### src/core/sbc_mode_pkg.sv
// Constants and types for the mode and wake-up controller
package sbc_mode_pkg;

  typedef enum logic [1:0] {
    MODE_FAILSAFE = 2'h0,
    MODE_NORMAL   = 2'h1,
    MODE_SILENT   = 2'h3,
    MODE_SLEEP    = 2'h2
  } mode_t;

  typedef enum logic [1:0] {
    WAKE_IDLE     = 2'h0,
    WAKE_LOW      = 2'h1,
    WAKE_HELD     = 2'h3
  } wake_t;

  typedef enum logic [1:0] {
    SRC_NONE      = 2'h0,
    SRC_BUS_WAKE  = 2'h1,
    SRC_BATT_UV   = 2'h2,
    SRC_WATCHDOG  = 2'h3
  } src_t;

  localparam int unsigned CLK_HZ        = 10_000_000;
  localparam int unsigned RESET_TIME_US = 4000;
  localparam int unsigned RESET_CYCLES  = RESET_TIME_US * (CLK_HZ / 1_000_000);
  localparam int unsigned WAKE_TIME_US  = 150;
  localparam int unsigned WAKE_CYCLES   = WAKE_TIME_US * (CLK_HZ / 1_000_000);
  localparam int unsigned CNT_W         = 16;

endpackage

### src/core/lin_sbc_mode_wake_control.sv
// Operating-mode, wake-up and reset-source control of the bus transceiver chip
`timescale 1ns/1ps
// Functional notes
// - Wake: fall, long dominant, rise, transmit high
// - Silent wake goes Fail-safe, termination on
// - Accepted wake pulls receive pin low
// - Enable after wake goes straight Normal
// - Power-up enters Fail-safe without host
// - Regulator on during Fail-safe
// - Power-up reset output low for 4ms
// - Bus communication off in Fail-safe
// - Stay Fail-safe until enable high
// - Battery loss in Silent/Sleep gives Fail-safe
// - Reset output low forces Fail-safe
// - Fail-safe: data pins encode the source
// - Watchdog active in Fail-safe
// - Normal follows bus; Silent holds pins high
// - Any wake in Silent/Sleep gives Fail-safe
// - Wake source: bus low/low, battery high/low
// - Reset source: undervoltage high/low, watchdog high/high
// - Reset on undervoltage or watchdog, 4ms
// - Regulator off in Sleep
module lin_sbc_mode_wake_control #(
  parameter int unsigned RESET_COUNT = sbc_mode_pkg::RESET_CYCLES,
  parameter int unsigned WAKE_COUNT  = sbc_mode_pkg::WAKE_CYCLES
) (
  input  wire logic sys_clk,
  input  wire logic reset_n,
  input  wire logic normal_req,
  input  wire logic silent_req,
  input  wire logic sleep_req,
  input  wire logic bus_rx,
  input  wire logic host_txd,
  input  wire logic batt_uv,
  input  wire logic reg_uv,
  input  wire logic watchdog_trip,
  input  wire logic local_wake,
  input  wire logic reset_in,
  output logic      reset_out_n_oe_n,
  output logic      regulator_output,
  output logic      bus_enable,
  output logic      termination_on,
  output logic      watchdog_on,
  output logic      txd_out,
  output logic      txd_oe_n,
  output logic      rxd_out,
  output logic      bus_tx,
  output sbc_mode_pkg::mode_t mode_out
);

  // Counters are CNT_W bits wide; larger counts would wrap
  if (RESET_COUNT < 1 || RESET_COUNT >= (1 << sbc_mode_pkg::CNT_W) ||
      WAKE_COUNT < 1 || WAKE_COUNT >= (1 << sbc_mode_pkg::CNT_W))
  begin
    $error("counts out of range");
  end

  typedef struct packed {
    logic [1:0]               s_en;
    logic [1:0]               s_sil;
    logic [1:0]               s_slp;
    logic [1:0]               s_bus;
    logic [1:0]               s_txd;
    logic [1:0]               s_buv;
    logic [1:0]               s_ruv;
    logic [1:0]               s_wd;
    logic [1:0]               s_lw;
    logic [1:0]               s_rin;
    sbc_mode_pkg::mode_t      mode;
    sbc_mode_pkg::wake_t      wake;
    logic [sbc_mode_pkg::CNT_W-1:0] wcnt;
    logic [sbc_mode_pkg::CNT_W-1:0] rcnt;
    logic                     rst_active;
    logic                     bus_prev;
    logic                     power_lost;
    sbc_mode_pkg::src_t       src;
    logic                     term;
    logic                     rst_oe_n;
    logic                     reg_on;
    logic                     bus_en;
    logic                     wd_on;
    logic                     txd_o;
    logic                     txd_oen;
    logic                     rxd_o;
    logic                     btx;
  } state_t;

  state_t state_reg;
  state_t state_next;

  logic en_s;
  logic bus_s;
  logic txd_s;
  logic wake_ok;
  logic any_wake;
  logic reset_low;
  logic rst_event;
  logic [sbc_mode_pkg::CNT_W-1:0] rst_len;
  logic [sbc_mode_pkg::CNT_W-1:0] wake_len;

  assign rst_len  = sbc_mode_pkg::CNT_W'(RESET_COUNT);
  assign wake_len = sbc_mode_pkg::CNT_W'(WAKE_COUNT);
  assign en_s     = state_reg.s_en[1];
  assign bus_s    = state_reg.s_bus[1];
  assign txd_s    = state_reg.s_txd[1];
  // Pin seen low also when another party pulls the shared reset line
  assign reset_low = state_reg.rst_active || state_reg.s_rin[1];
  assign rst_event = state_reg.s_ruv[1] || state_reg.s_wd[1];

  always_comb
  begin
    state_next = state_reg;
    wake_ok    = 1'b0;
    // Two-stage synchronisers on every pin input
    state_next.s_en  = {state_reg.s_en[0],  normal_req};
    state_next.s_sil = {state_reg.s_sil[0], silent_req};
    state_next.s_slp = {state_reg.s_slp[0], sleep_req};
    state_next.s_bus = {state_reg.s_bus[0], bus_rx};
    state_next.s_txd = {state_reg.s_txd[0], host_txd};
    state_next.s_buv = {state_reg.s_buv[0], batt_uv};
    state_next.s_ruv = {state_reg.s_ruv[0], reg_uv};
    state_next.s_wd  = {state_reg.s_wd[0],  watchdog_trip};
    state_next.s_lw  = {state_reg.s_lw[0],  local_wake};
    state_next.s_rin = {state_reg.s_rin[0], reset_in};
    state_next.bus_prev = bus_s;

    // Bus wake filter; dominant is low
    case (state_reg.wake)
      sbc_mode_pkg::WAKE_IDLE:
      begin
        state_next.wcnt = '0;
        // A real falling edge, not a bus already stuck dominant
        if (state_reg.bus_prev && !bus_s && txd_s)
          state_next.wake = sbc_mode_pkg::WAKE_LOW;
      end
      sbc_mode_pkg::WAKE_LOW:
      begin
        if (bus_s || !txd_s)
          state_next.wake = sbc_mode_pkg::WAKE_IDLE;
        else if (state_reg.wcnt >= wake_len - 1'b1)
          state_next.wake = sbc_mode_pkg::WAKE_HELD;
        else
          state_next.wcnt = state_reg.wcnt + 1'b1;
      end
      sbc_mode_pkg::WAKE_HELD:
      begin
        if (!txd_s)
          state_next.wake = sbc_mode_pkg::WAKE_IDLE;
        else if (bus_s)
        begin
          wake_ok = 1'b1;
          state_next.wake = sbc_mode_pkg::WAKE_IDLE;
        end
      end
      default: state_next.wake = sbc_mode_pkg::WAKE_IDLE;
    endcase

    // Only listen for wake-ups in the low-power modes
    any_wake = (state_reg.mode == sbc_mode_pkg::MODE_SILENT ||
                state_reg.mode == sbc_mode_pkg::MODE_SLEEP) &&
               (wake_ok || state_reg.s_lw[1]);

    // Battery loss remembered, acted on once the supply is back
    if ((state_reg.mode == sbc_mode_pkg::MODE_SILENT ||
         state_reg.mode == sbc_mode_pkg::MODE_SLEEP) && state_reg.s_buv[1])
      state_next.power_lost = 1'b1;

    // Reset pulse generator
    if (rst_event)
    begin
      state_next.rst_active  = 1'b1;
      state_next.rcnt        = '0;
      state_next.src = state_reg.s_ruv[1] ? sbc_mode_pkg::SRC_BATT_UV
                                          : sbc_mode_pkg::SRC_WATCHDOG;
    end
    else if (state_reg.rst_active)
    begin
      if (state_reg.rcnt >= rst_len - 1'b1)
        state_next.rst_active = 1'b0;
      else
        state_next.rcnt = state_reg.rcnt + 1'b1;
    end

    // Mode sequencing
    // Reset event wins over a wake in the same cycle, keeping its source code
    if (reset_low || rst_event)
      state_next.mode = sbc_mode_pkg::MODE_FAILSAFE;
    else if (state_reg.power_lost && !state_reg.s_buv[1])
    begin
      state_next.mode       = sbc_mode_pkg::MODE_FAILSAFE;
      state_next.power_lost = 1'b0;
      state_next.src        = sbc_mode_pkg::SRC_BATT_UV;
    end
    else if (any_wake)
    begin
      state_next.mode = sbc_mode_pkg::MODE_FAILSAFE;
      state_next.src  = sbc_mode_pkg::SRC_BUS_WAKE;
      if (wake_ok)
        state_next.term = 1'b1;
    end
    else
    begin
      case (state_reg.mode)
        sbc_mode_pkg::MODE_FAILSAFE:
          if (en_s)
            state_next.mode = sbc_mode_pkg::MODE_NORMAL;
        sbc_mode_pkg::MODE_NORMAL:
          if (state_reg.s_slp[1])
            state_next.mode = sbc_mode_pkg::MODE_SLEEP;
          else if (state_reg.s_sil[1])
            state_next.mode = sbc_mode_pkg::MODE_SILENT;
        sbc_mode_pkg::MODE_SILENT:
          if (state_reg.s_slp[1])
            state_next.mode = sbc_mode_pkg::MODE_SLEEP;
        sbc_mode_pkg::MODE_SLEEP:
          state_next.mode = sbc_mode_pkg::MODE_SLEEP;
        default: state_next.mode = sbc_mode_pkg::MODE_FAILSAFE;
      endcase
    end
    if (state_next.mode == sbc_mode_pkg::MODE_NORMAL)
    begin
      state_next.src  = sbc_mode_pkg::SRC_NONE;
      state_next.term = 1'b1;
    end
    // Termination off in low-power modes, so a bus wake switches it on
    else if (state_next.mode == sbc_mode_pkg::MODE_SILENT ||
             state_next.mode == sbc_mode_pkg::MODE_SLEEP)
      state_next.term = 1'b0;

    // Registered outputs from next mode
    state_next.rst_oe_n = !state_next.rst_active;
    state_next.reg_on  = (state_next.mode != sbc_mode_pkg::MODE_SLEEP);
    state_next.bus_en  = (state_next.mode == sbc_mode_pkg::MODE_NORMAL);
    state_next.wd_on   = (state_next.mode == sbc_mode_pkg::MODE_FAILSAFE) ||
                         (state_next.mode == sbc_mode_pkg::MODE_NORMAL);
    state_next.btx     = 1'b1;
    state_next.txd_oen = 1'b1;
    state_next.txd_o   = 1'b1;
    state_next.rxd_o   = 1'b1;
    case (state_next.mode)
      sbc_mode_pkg::MODE_FAILSAFE:
      begin
        state_next.txd_oen = 1'b0;
        case (state_next.src)
          sbc_mode_pkg::SRC_BUS_WAKE:
          begin
            state_next.txd_o = 1'b0;
            state_next.rxd_o = 1'b0;
          end
          sbc_mode_pkg::SRC_BATT_UV: state_next.rxd_o = 1'b0;
          default: state_next.rxd_o = 1'b1;
        endcase
      end
      sbc_mode_pkg::MODE_NORMAL:
      begin
        state_next.rxd_o = bus_s;
        state_next.btx   = txd_s;
      end
      default: state_next.rxd_o = 1'b1;
    endcase
  end

  always_ff @(posedge sys_clk or negedge reset_n)
  begin
    if (!reset_n)
    begin
      state_reg            <= '0;
      state_reg.mode       <= sbc_mode_pkg::MODE_FAILSAFE;
      state_reg.rst_active <= 1'b1;
      state_reg.src        <= sbc_mode_pkg::SRC_BATT_UV;
      state_reg.bus_prev   <= 1'b1;
      state_reg.rst_oe_n   <= 1'b0;
      state_reg.reg_on     <= 1'b1;
      state_reg.wd_on      <= 1'b1;
      state_reg.txd_o      <= 1'b1;
      state_reg.btx        <= 1'b1;
      state_reg.s_bus      <= 2'h3;
    end
    else
      state_reg <= state_next;
  end

  assign reset_out_n_oe_n = state_reg.rst_oe_n;
  assign regulator_output = state_reg.reg_on;
  assign bus_enable       = state_reg.bus_en;
  assign termination_on   = state_reg.term;
  assign watchdog_on      = state_reg.wd_on;
  assign txd_out          = state_reg.txd_o;
  assign txd_oe_n         = state_reg.txd_oen;
  assign rxd_out          = state_reg.rxd_o;
  assign bus_tx           = state_reg.btx;
  assign mode_out         = state_reg.mode;
endmodule

### config.mk
export PLATFORM = sky130hd
export DESIGN_NAME = lin_sbc_mode_wake_control
export DESIGN_NICKNAME = d
export VERILOG_FILES = /design/src/core/sbc_mode_pkg.sv /design/src/core/lin_sbc_mode_wake_control.sv
export SDC_FILE = /design/constraint.sdc
export NUM_CORES = 1
export LEC_CHECK = 0
export BUFFER_PORTS_ARGS = -buffer_cell sky130_fd_sc_hd__buf_2
export CORE_ASPECT_RATIO = 0.5
export CORE_UTILIZATION = 45
export CTS_BUF_LIST = sky130_fd_sc_hd__clkbuf_2 sky130_fd_sc_hd__clkbuf_4 sky130_fd_sc_hd__clkbuf_8
export CTS_CLUSTER_SIZE = 16
export DETAILED_ROUTE_END_ITERATION = 7
export PLACE_DENSITY_LB_ADDON = 0.1
export SKIP_LAST_GASP = 1
export SYNTH_ARGS = -nofsm -noshare
export SYNTH_HDL_FRONTEND = slang
export SYNTH_SLANG_ARGS = --single-unit
### constraint.sdc
create_clock -name sys_clk -period 2.15 [get_ports sys_clk]
set_clock_uncertainty 0.2 [all_clocks]
set_input_delay 0.1075 -clock sys_clk [delete_from_list [all_inputs] [get_ports sys_clk]]
set_output_delay 0.1075 -clock sys_clk [all_outputs]
set_load 0.05 [all_outputs]
== Yosys cells after proc, flatten, opt, wreduce, memory -nomap -nowiden ==
Index checks and enable logic that the tools add are counted.

* Register bits after elaboration: 70
* Output and inout port bits: 11

* Add/subtract/negate cells: 2
* Order comparisons: 2
* Equal/unequal tests: 19
* Multiplexer cells: 41
* Reduce and logical (&&, ||, !) cells: 29

{| class="wikitable"
|+ Operator list
! cell !! number
|-
| $mux 16 || 3
|-
| $mux 17 || 2
|-
| $add 16x1->16 const B || 2
|-
| $mux 2 || 16
|-
| $pmux 16 s2 || 1
|-
| $ge 16x11->1 const B || 1
|-
| $ge 16x16->1 const B || 1
|-
| $mux 1 || 14
|-
| $eq 2x2->1 const B || 6
|-
| $ne 2x2->1 const B || 5
|-
| $eq 2x1->1 const B || 4
|-
| $logic_or 1x1->1 || 8
|-
| $pmux 2 s4 || 1
|-
| $logic_not 2->1 || 3
|-
| $ne 3x2->1 const B || 2
|-
| $ne 3x3->1 const B || 2
|-
| $pmux 2 s3 || 1
|-
| $reduce_and 3->1 || 2
|-
| $reduce_bool 3->1 || 2
|-
| $logic_and 1x1->1 || 5
|-
| $logic_not 1->1 || 4
|-
| $mux 4 || 1
|-
| $reduce_and 4->1 || 1
|-
| $reduce_bool 2->1 || 2
|-
| other kinds (4) || 4
|}

== Depth between registers and ports, before layout ==
Gate-level depths: netlist of run 1.

* Depth in word-level cells: 14
* Gate-level depth with buffers: 7

== Least setup slack after synthesis of run 1 ==
OpenSTA, ideal clock, no wires.

* Kind: register to register
* Start point: register state_reg[13] (netlist bit)
* End point: register state_reg (netlist bit rxd_out)
* Library setup time: 0.133 ns
* Arrival: 1.746 ns
* Data required time: 1.817 ns
* Setup slack: 0.071 ns
* Cell stages (with the launch flop): 7
* Path buffers: 0
* Cell sequence: dfstp_2 -> nor4_1 -> nand2_1 -> nor3_2 -> a221oi_1 -> ha_1 -> a2bb2oi_1

{| class="wikitable"
|+ RTL lines
! element !! RTL line !! RTL
|-
| start, declared || lin_sbc_mode_wake_control.sv:88 || <nowiki>state_t state_reg;</nowiki>
|-
| start signal, assigned || lin_sbc_mode_wake_control.sv:280 || <nowiki>state_reg <= state_next;</nowiki>
|}

== Final worst setup path of run 1 ==
* Start point: register state_reg[13] (netlist bit)
* End point: register state_reg[25] (netlist bit)

* Longest elaborated chain between the ends: 2

{| class="wikitable"
|+ RTL lines
! element
|-
| $reduce_bool 2->1 (no line)
|-
| $reduce_and 2->1 (no line)
|}

No other way between the ends.
A chain may end at the register's enable or synchronous reset.

==> results.cfg, run 1 <==
[power]
peakVddDrop_v = 0.0002951
switching_share = 0.2293
sequentialPowerShare = 0.529
clkPwrFrac = 0.418
intPower_mw = 1.983
switchingPower_mw = 0.5900
power.leakage_nw = 1.739
finalPower_mw = 2.573
pwr-share-comb = 0.053
cellPowerDensity_nw_per_um2 = 666.2

[setup_path]
cp_cell_sequence = or3b_4 > o22a_1 > buf_6 > a2111o_1 > o21ai_2
start_kind = register
slowest_stage = dfstp_2
critPathKind = reg -> reg
cpPeakStageDelay_ns = 0.58
crit_family = compound AO/OA/AOI/OAI gates
critPathCaptureType = register
path_buf_inv = 1
cp_data_arrival_time_ns = 2.17
required_ns = 2.23
crit_fanout = 12

[synthesis]
synth_top_family_by_area = simple AND/OR/NAND/NOR gates
synthXorXnorAreaFrac = 0
ys_ff_latch = 70
avgSynthCellArea_um2 = 10.82
synth_compound_area_frac = 0.1384
synthSimpleGateAreaFrac = 0.2097
synth.area.top_cells = dfrtp_1, dfstp_2, mux2i_1
muxShareOfSynthArea = 0.04147
syn_area_um2 = 3138
yosys_warnings = 0
synth.most_common_cell = dfrtp_1
synthCells = 290
yosysSeqAreaShare = 0.5618
synthAdderAreaFrac = 0.01196
synth_fp_nets = 305
yosysTopAreaCell = dfrtp_1
yosys.cell_types.count = 53
synth_edf_count = 0
ys_top_cells_by_count = dfrtp_1, nand2_1, a21oi_1
yosys_most_used_dff = dfrtp_1
synth_top_cell_area_share = 0.4864
synthArstFlopShare = 1.000

[global_route]
grt_pass1_wl_mm = 11.14
track_usage = 0.2059
first_global_vias = 2389
overflow = 0
grt_antenna_before_repair = 0
grt_max_degree = 39

[clock_tree]
cts.sinks = 70
cts_buffers = 9
cts_tree = yes
root_buffer = clkbuf_8
clockBufferDepth = 2
clk_latency_ns = 0.35
path_clk_slew_ns = 0.07
htreeDepth = 3

[floorplan]
dieHeight_um = 61.05
core_um2 = 6700
dieArea_um2 = 7332
ios = 23
fp-row-count = 21
initial_core_util = 0.4683
die_w_um = 120.1

[layout]
fin_cells = 441
antenna_cells = 0
drive_gt1_frac = 0.2636
fin_util = 0.5765
multiInputGateArea_um2 = 1328
num-fill-cells = 595
area.growth.synth_to_final_pct = 23.09
regArea_um2 = 1763
largest_reg_flops = 47
nNetsFinal = 359

[place]
io_buffer_count = 22
place_inst = 410
dp_hpwl_mm = 4.548
place_congestion = 0.8625

[route]
post_drt_wl_per_cell_um = 15.01
vias = 2373
dr.pass1.iters = 4
drcViolationCount = 0
viasPerCell = 5.381
drt_wl_total_mm = 6.621
drtIter0Drc = 141
ant_nets = 0

[job]
drv_cap = 0

[min_path]
min_path_type = in -> async

[sta]
rsz0062_at_grt = true
relSlewSlack = 0.6120
maxSlewViolCount = 0
clock.fmax_mhz = 477.0
worst_hold_slack_ns = 0.09244
setup_viol = 0
hold_viol = 0
post-route-min-period_ns = 2.096
period_share = 0.9750
worstMarginPinSlew_ns = 0.5801

[run_status]
status = completed
[power by group through the flow]
stage | Clock (mW) | Sequential, mW | Combinational (mW)
after floorplan | 0 | 1.39 | 0.0472
after global placement | 0 | 1.38 | 0.116
after detailed placement | 0 | 1.38 | 0.120
after CTS | 1.11 | 1.36 | 0.137
after global routing | 1.18 | 1.36 | 0.154
final | 1.07 | 1.36 | 0.137
[layout make-up]
| type | count | share of cell area |
|---|---|---|
| flip-flops and latches | 70 | 0.4564 |
| multi-input cells | 198 | 0.3437 |
| repair buffers | 58 | 0.1105 |
| clock buffers | 11 | 0.03758 |
| well taps | 92 | 0.02980 |
| clock inverters | 5 | 0.01523 |
| inverters | 7 | 0.006803 |
[what timing repair did]
item / in CTS / in global routing
setup endpoints to repair: 3 / 12
pin swaps: 0 / 3
hold buffers: 12 / 0
buffers inserted: 0 / 2
cloned: 0 / 1
endpoints found under the hold margin: 71 / 0
resized for setup: 1 / 13
[cells by family after synthesis]
kind of cell / Yosys count
simple gates: 120
flops: 70
compound gates: 61
buf+inv: 23
mux: 13
fa+ha+maj: 3
[final timing paths]
path	start	end	slack (ns)	cells past startpoint
min reg2reg	state_next[67]	state_reg[67]	0.15	0
max in group asynchronous	reset_n	state_reg[15]	0.67	3
min in group sys_clk	state_next[67]	state_reg[67]	0.15	0
max reg2reg	state_reg[13]	state_reg[25]	0.05	5
max	state_reg[13]	state_reg[25]	0.05	5
min	reset_n	state_reg[55]	0.09	3
[placed cells by master (no fill, tap or decap), types with 2 or more instances in the layout]
| cell type | n |
|---|---|
| a2111o_1 | 3 |
| a21o_1 | 3 |
| a21oi_1 | 16 |
| and2_1 | 7 |
| and3_1 | 8 |
| buf_2 | 22 |
| buf_4 | 22 |
| clkbuf_8 | 10 |
| clkinvlp_4 | 2 |
| dfrtp_1 | 61 |
| dfstp_2 | 9 |
| dlygate4sd3_1 | 12 |
| ha_1 | 2 |
| inv_1 | 7 |
| mux2i_1 | 13 |
| nand2_1 | 28 |
| nand2b_1 | 7 |
| nand3_1 | 9 |
| nand4_1 | 10 |
| nor2_1 | 8 |
| nor2b_2 | 2 |
| nor3_1 | 8 |
| nor3b_1 | 2 |
| nor4_1 | 4 |
| nor4_2 | 2 |
| o211a_1 | 2 |
| o211ai_1 | 5 |
| o21ai_0 | 9 |
| o31ai_1 | 4 |
| or2_2 | 6 |
| or3_1 | 10 |
| or4_1 | 3 |
[worst register-to-register path: stages (launching register included)]
cell      delay, ns
dfstp_2        0.58
or3b_4         0.39
o22a_1         0.20
buf_6          0.16
a2111o_1       0.43
o21ai_2        0.07
[through the flow]
step | setup WS, ns | TNS, ns | area, um^2
2_1_floorplan | 0.07102 | 0 | 3138
3_3_place_gp | 0.04520 | 0 | 3452
3_5_place_dp | -0.02878 | -0.04478 | 3452
4_1_cts | 0.007013 | 0 | 3776
5_1_grt | -0.01723 | -0.03245 | 3862
6_report | 0.05376 | 0 | 3862
[per-layer routing]
| metal | wire [um] | global-route usage |
|---|---|---|
| met1 | 2997 | 0.2369 |
| met2 | 3346 | 0.3645 |
| met3 | 169 | 0.07037 |
| met4 | 108 | 0.08929 |
| met5 | 0 | 0 |
Note: power is estimated with default switching activity, not from simulation.
==> run 2: changes to the inputs <==
ABC_AREA = 1   (was unset)
CTS_CLUSTER_DIAMETER = 60   (was unset)
==> run 2 against run 1 <==
Effect of this change: non-clock buffer count fell by 17; count of clock-buffer cells in the layout grew 1; worst hold slack improved by 0.0021 ns; power shrank 0.45%; global-route usage shrank 0.68 points; utilization is 1.5 points lower; worst setup slack improved by 0.062 ns; via count up 8.8%; cell area grew 0.13%; synthesized area is 5.3% higher; sequential cell count stayed put; fmax up 3.1%; critical endpoint is now rxd_out; largest cell class unchanged; largest power group unchanged.
==> results.cfg, run 2 <==
[place]
io_buffer_count = 22
place_congestion = 0.8927
place_inst = 507
dp_slack_ns = 0.06082
dp_hpwl_mm = 4.637
placed_area_um2 = 3542

[global_route]
grt_antenna_before_repair = 0
first_global_vias = 2588
overflow = 0
grt_max_degree = 71
track_usage = 0.1991
grt_pass1_wl_mm = 11.72

[layout]
fin_cells = 534
antenna_cells = 0
nNetsFinal = 452
largest_reg_flops = 47
drive_gt1_frac = 0.1629
final_cell_mix = nand2_1, dfrtp_1, nor2_1
area.growth.synth_to_final_pct = 17.04
final_common_cell = nand2_1
postLayoutCellArea_um2 = 3867

[power]
switching_share = 0.2253
peakVddDrop_v = 0.0004592
switchingPower_mw = 0.5771
pwr-share-comb = 0.042
sequentialPowerShare = 0.530
cellPowerDensity_nw_per_um2 = 662.4
clkPwrFrac = 0.428
intPower_mw = 1.985
power.leakage_nw = 1.833

[sta]
setup_viol = 0
relSlewSlack = 0.7234
hold_viol = 0
tns_ns = 0
rsz0062_at_grt = false
maxSlewViolCount = 0
period_share = 0.9461
worst_hold_slack_ns = 0.09452
clock.fmax_mhz = 491.6
worstMarginPinSlew_ns = 0.4139
setup_slack_ns = 0.1158
post-route-min-period_ns = 2.034

[synthesis]
synth_compound_area_frac = 0.04998
synth_edf_count = 0
yosys_warnings = 0
synthXorXnorAreaFrac = 0.02916
yosysTopAreaCell = dfrtp_1
ys_ff_latch = 70
yosys_most_used_dff = dfrtp_1
muxShareOfSynthArea = 0
avgSynthCellArea_um2 = 8.430
synthAdderAreaFrac = 0.01136
synthCells = 392
syn_area_um2 = 3304
synth.area.top_cells = dfrtp_1, nand2_1, dfstp_2
synthArstFlopShare = 1.000
synth_top_cell_area_share = 0.4619
synth_top_family_by_area = simple AND/OR/NAND/NOR gates
synth.most_common_cell = nand2_1
yosysSeqAreaShare = 0.5335
synthSimpleGateAreaFrac = 0.3033
yosys.cell_types.count = 32
ys_top_cells_by_count = nand2_1, dfrtp_1, nor2_1
synth_fp_nets = 407

[route]
drcViolationCount = 0
drt_wl_total_mm = 6.559
drtIter0Drc = 123
ant_nets = 0
dr.pass1.iters = 4
post_drt_wl_per_cell_um = 12.28
vias = 2583
viasPerCell = 4.837

[clock_tree]
path_clk_slew_ns = 0.07
root_buffer = clkbuf_8
cts.sinks = 70
cts_tree = yes
clk_latency_ns = 0.35
cts_buffers = 9
htreeDepth = 3
clockBufferDepth = 2

[floorplan]
fp-row-count = 21
die_w_um = 123.2
core_um2 = 6884
dieHeight_um = 62.60
initial_core_util = 0.4800
ios = 23
dieArea_um2 = 7711

[setup_path]
required_ns = 2.19
start_kind = register
crit_fanout = 4
cp_data_arrival_time_ns = 2.08
critPathKind = reg -> reg
critPathCaptureType = register

[run_status]
status = completed

[job]
drv_cap = 0

[min_path]
min_path_type = in -> async
==> run 2: what timing repair did <==
item                       CTS  global route
hold buffers                11             0
setup buffers                0             0
setup endpoints to repair    0             1
resized for setup            0             2
hold endpoints to repair    80             0
==> run 2: power groups by stage <==
stage | clock network, mW | logic (mW) | registers (mW)
2_1_floorplan | 0 | 0.0326 | 1.38
3_3_place_gp | 0 | 0.0928 | 1.38
3_5_place_dp | 0 | 0.0956 | 1.38
4_1_cts | 1.14 | 0.111 | 1.36
5_1_grt | 1.19 | 0.123 | 1.36
6_report | 1.10 | 0.108 | 1.36
==> run 2: final cells by class <==
type                       instances  area, um^2
fill                             655        3017
sequential                        70        1763
multi-input combinational        267        1309
timing repair buffer              41       292.8
inverter                          48       180.2
clock buffer                      12       152.6
tap                               92       115.1
clock inverter                     4       55.05
==> run 2: critical path: stages, from the launching register on <==
cell	delay, ns
dfstp_2	0.53
nand3_1	0.09
nor2_2	0.12
nor2_2	0.09
nor2_1	0.14
inv_1	0.09
a211oi_2	0.21
ha_1	0.27
o22ai_1	0.13
inv_1	0.05
==> run 2: cells by family (layout without fill, tap and decap cells) <==
logic type | Yosys count | count (layout)
simple gates | 224 | 224
compound gates | 29 | 29
buf+inv | 55 | 105
xor+xnor | 11 | 11
fa+ha+maj | 3 | 3
flops | 70 | 70
==> run 2: routing by layer <==
layer	global-route usage	share of wire
met5	0	0
met4	0.06325	0.012
met3	0.06569	0.034
met2	0.3338	0.49
met1	0.2420	0.46
==> run 2: path summary, 6_finish.rpt <==
path,cells after the start,end,slack (ns),from
max in group asynchronous,3,state_reg[13],1.32,reset_n
min in group sys_clk,0,state_reg[65],0.15,state_next[65]
worst min-delay path,3,state_reg[27],0.09,reset_n
worst max register to register,9,rxd_out,0.12,bus_s
worst max-delay path,9,rxd_out,0.12,bus_s
worst min register to register,0,state_reg[65],0.15,state_next[65]
==> run 2: through the flow <==
stage          power, mW  utilization
5_1_grt            2.675       0.5618
3_3_place_gp       1.475       0.5145
6_report           2.562       0.5618
4_1_cts            2.607       0.5607
2_1_floorplan      1.417            -
3_5_place_dp       1.478       0.5145
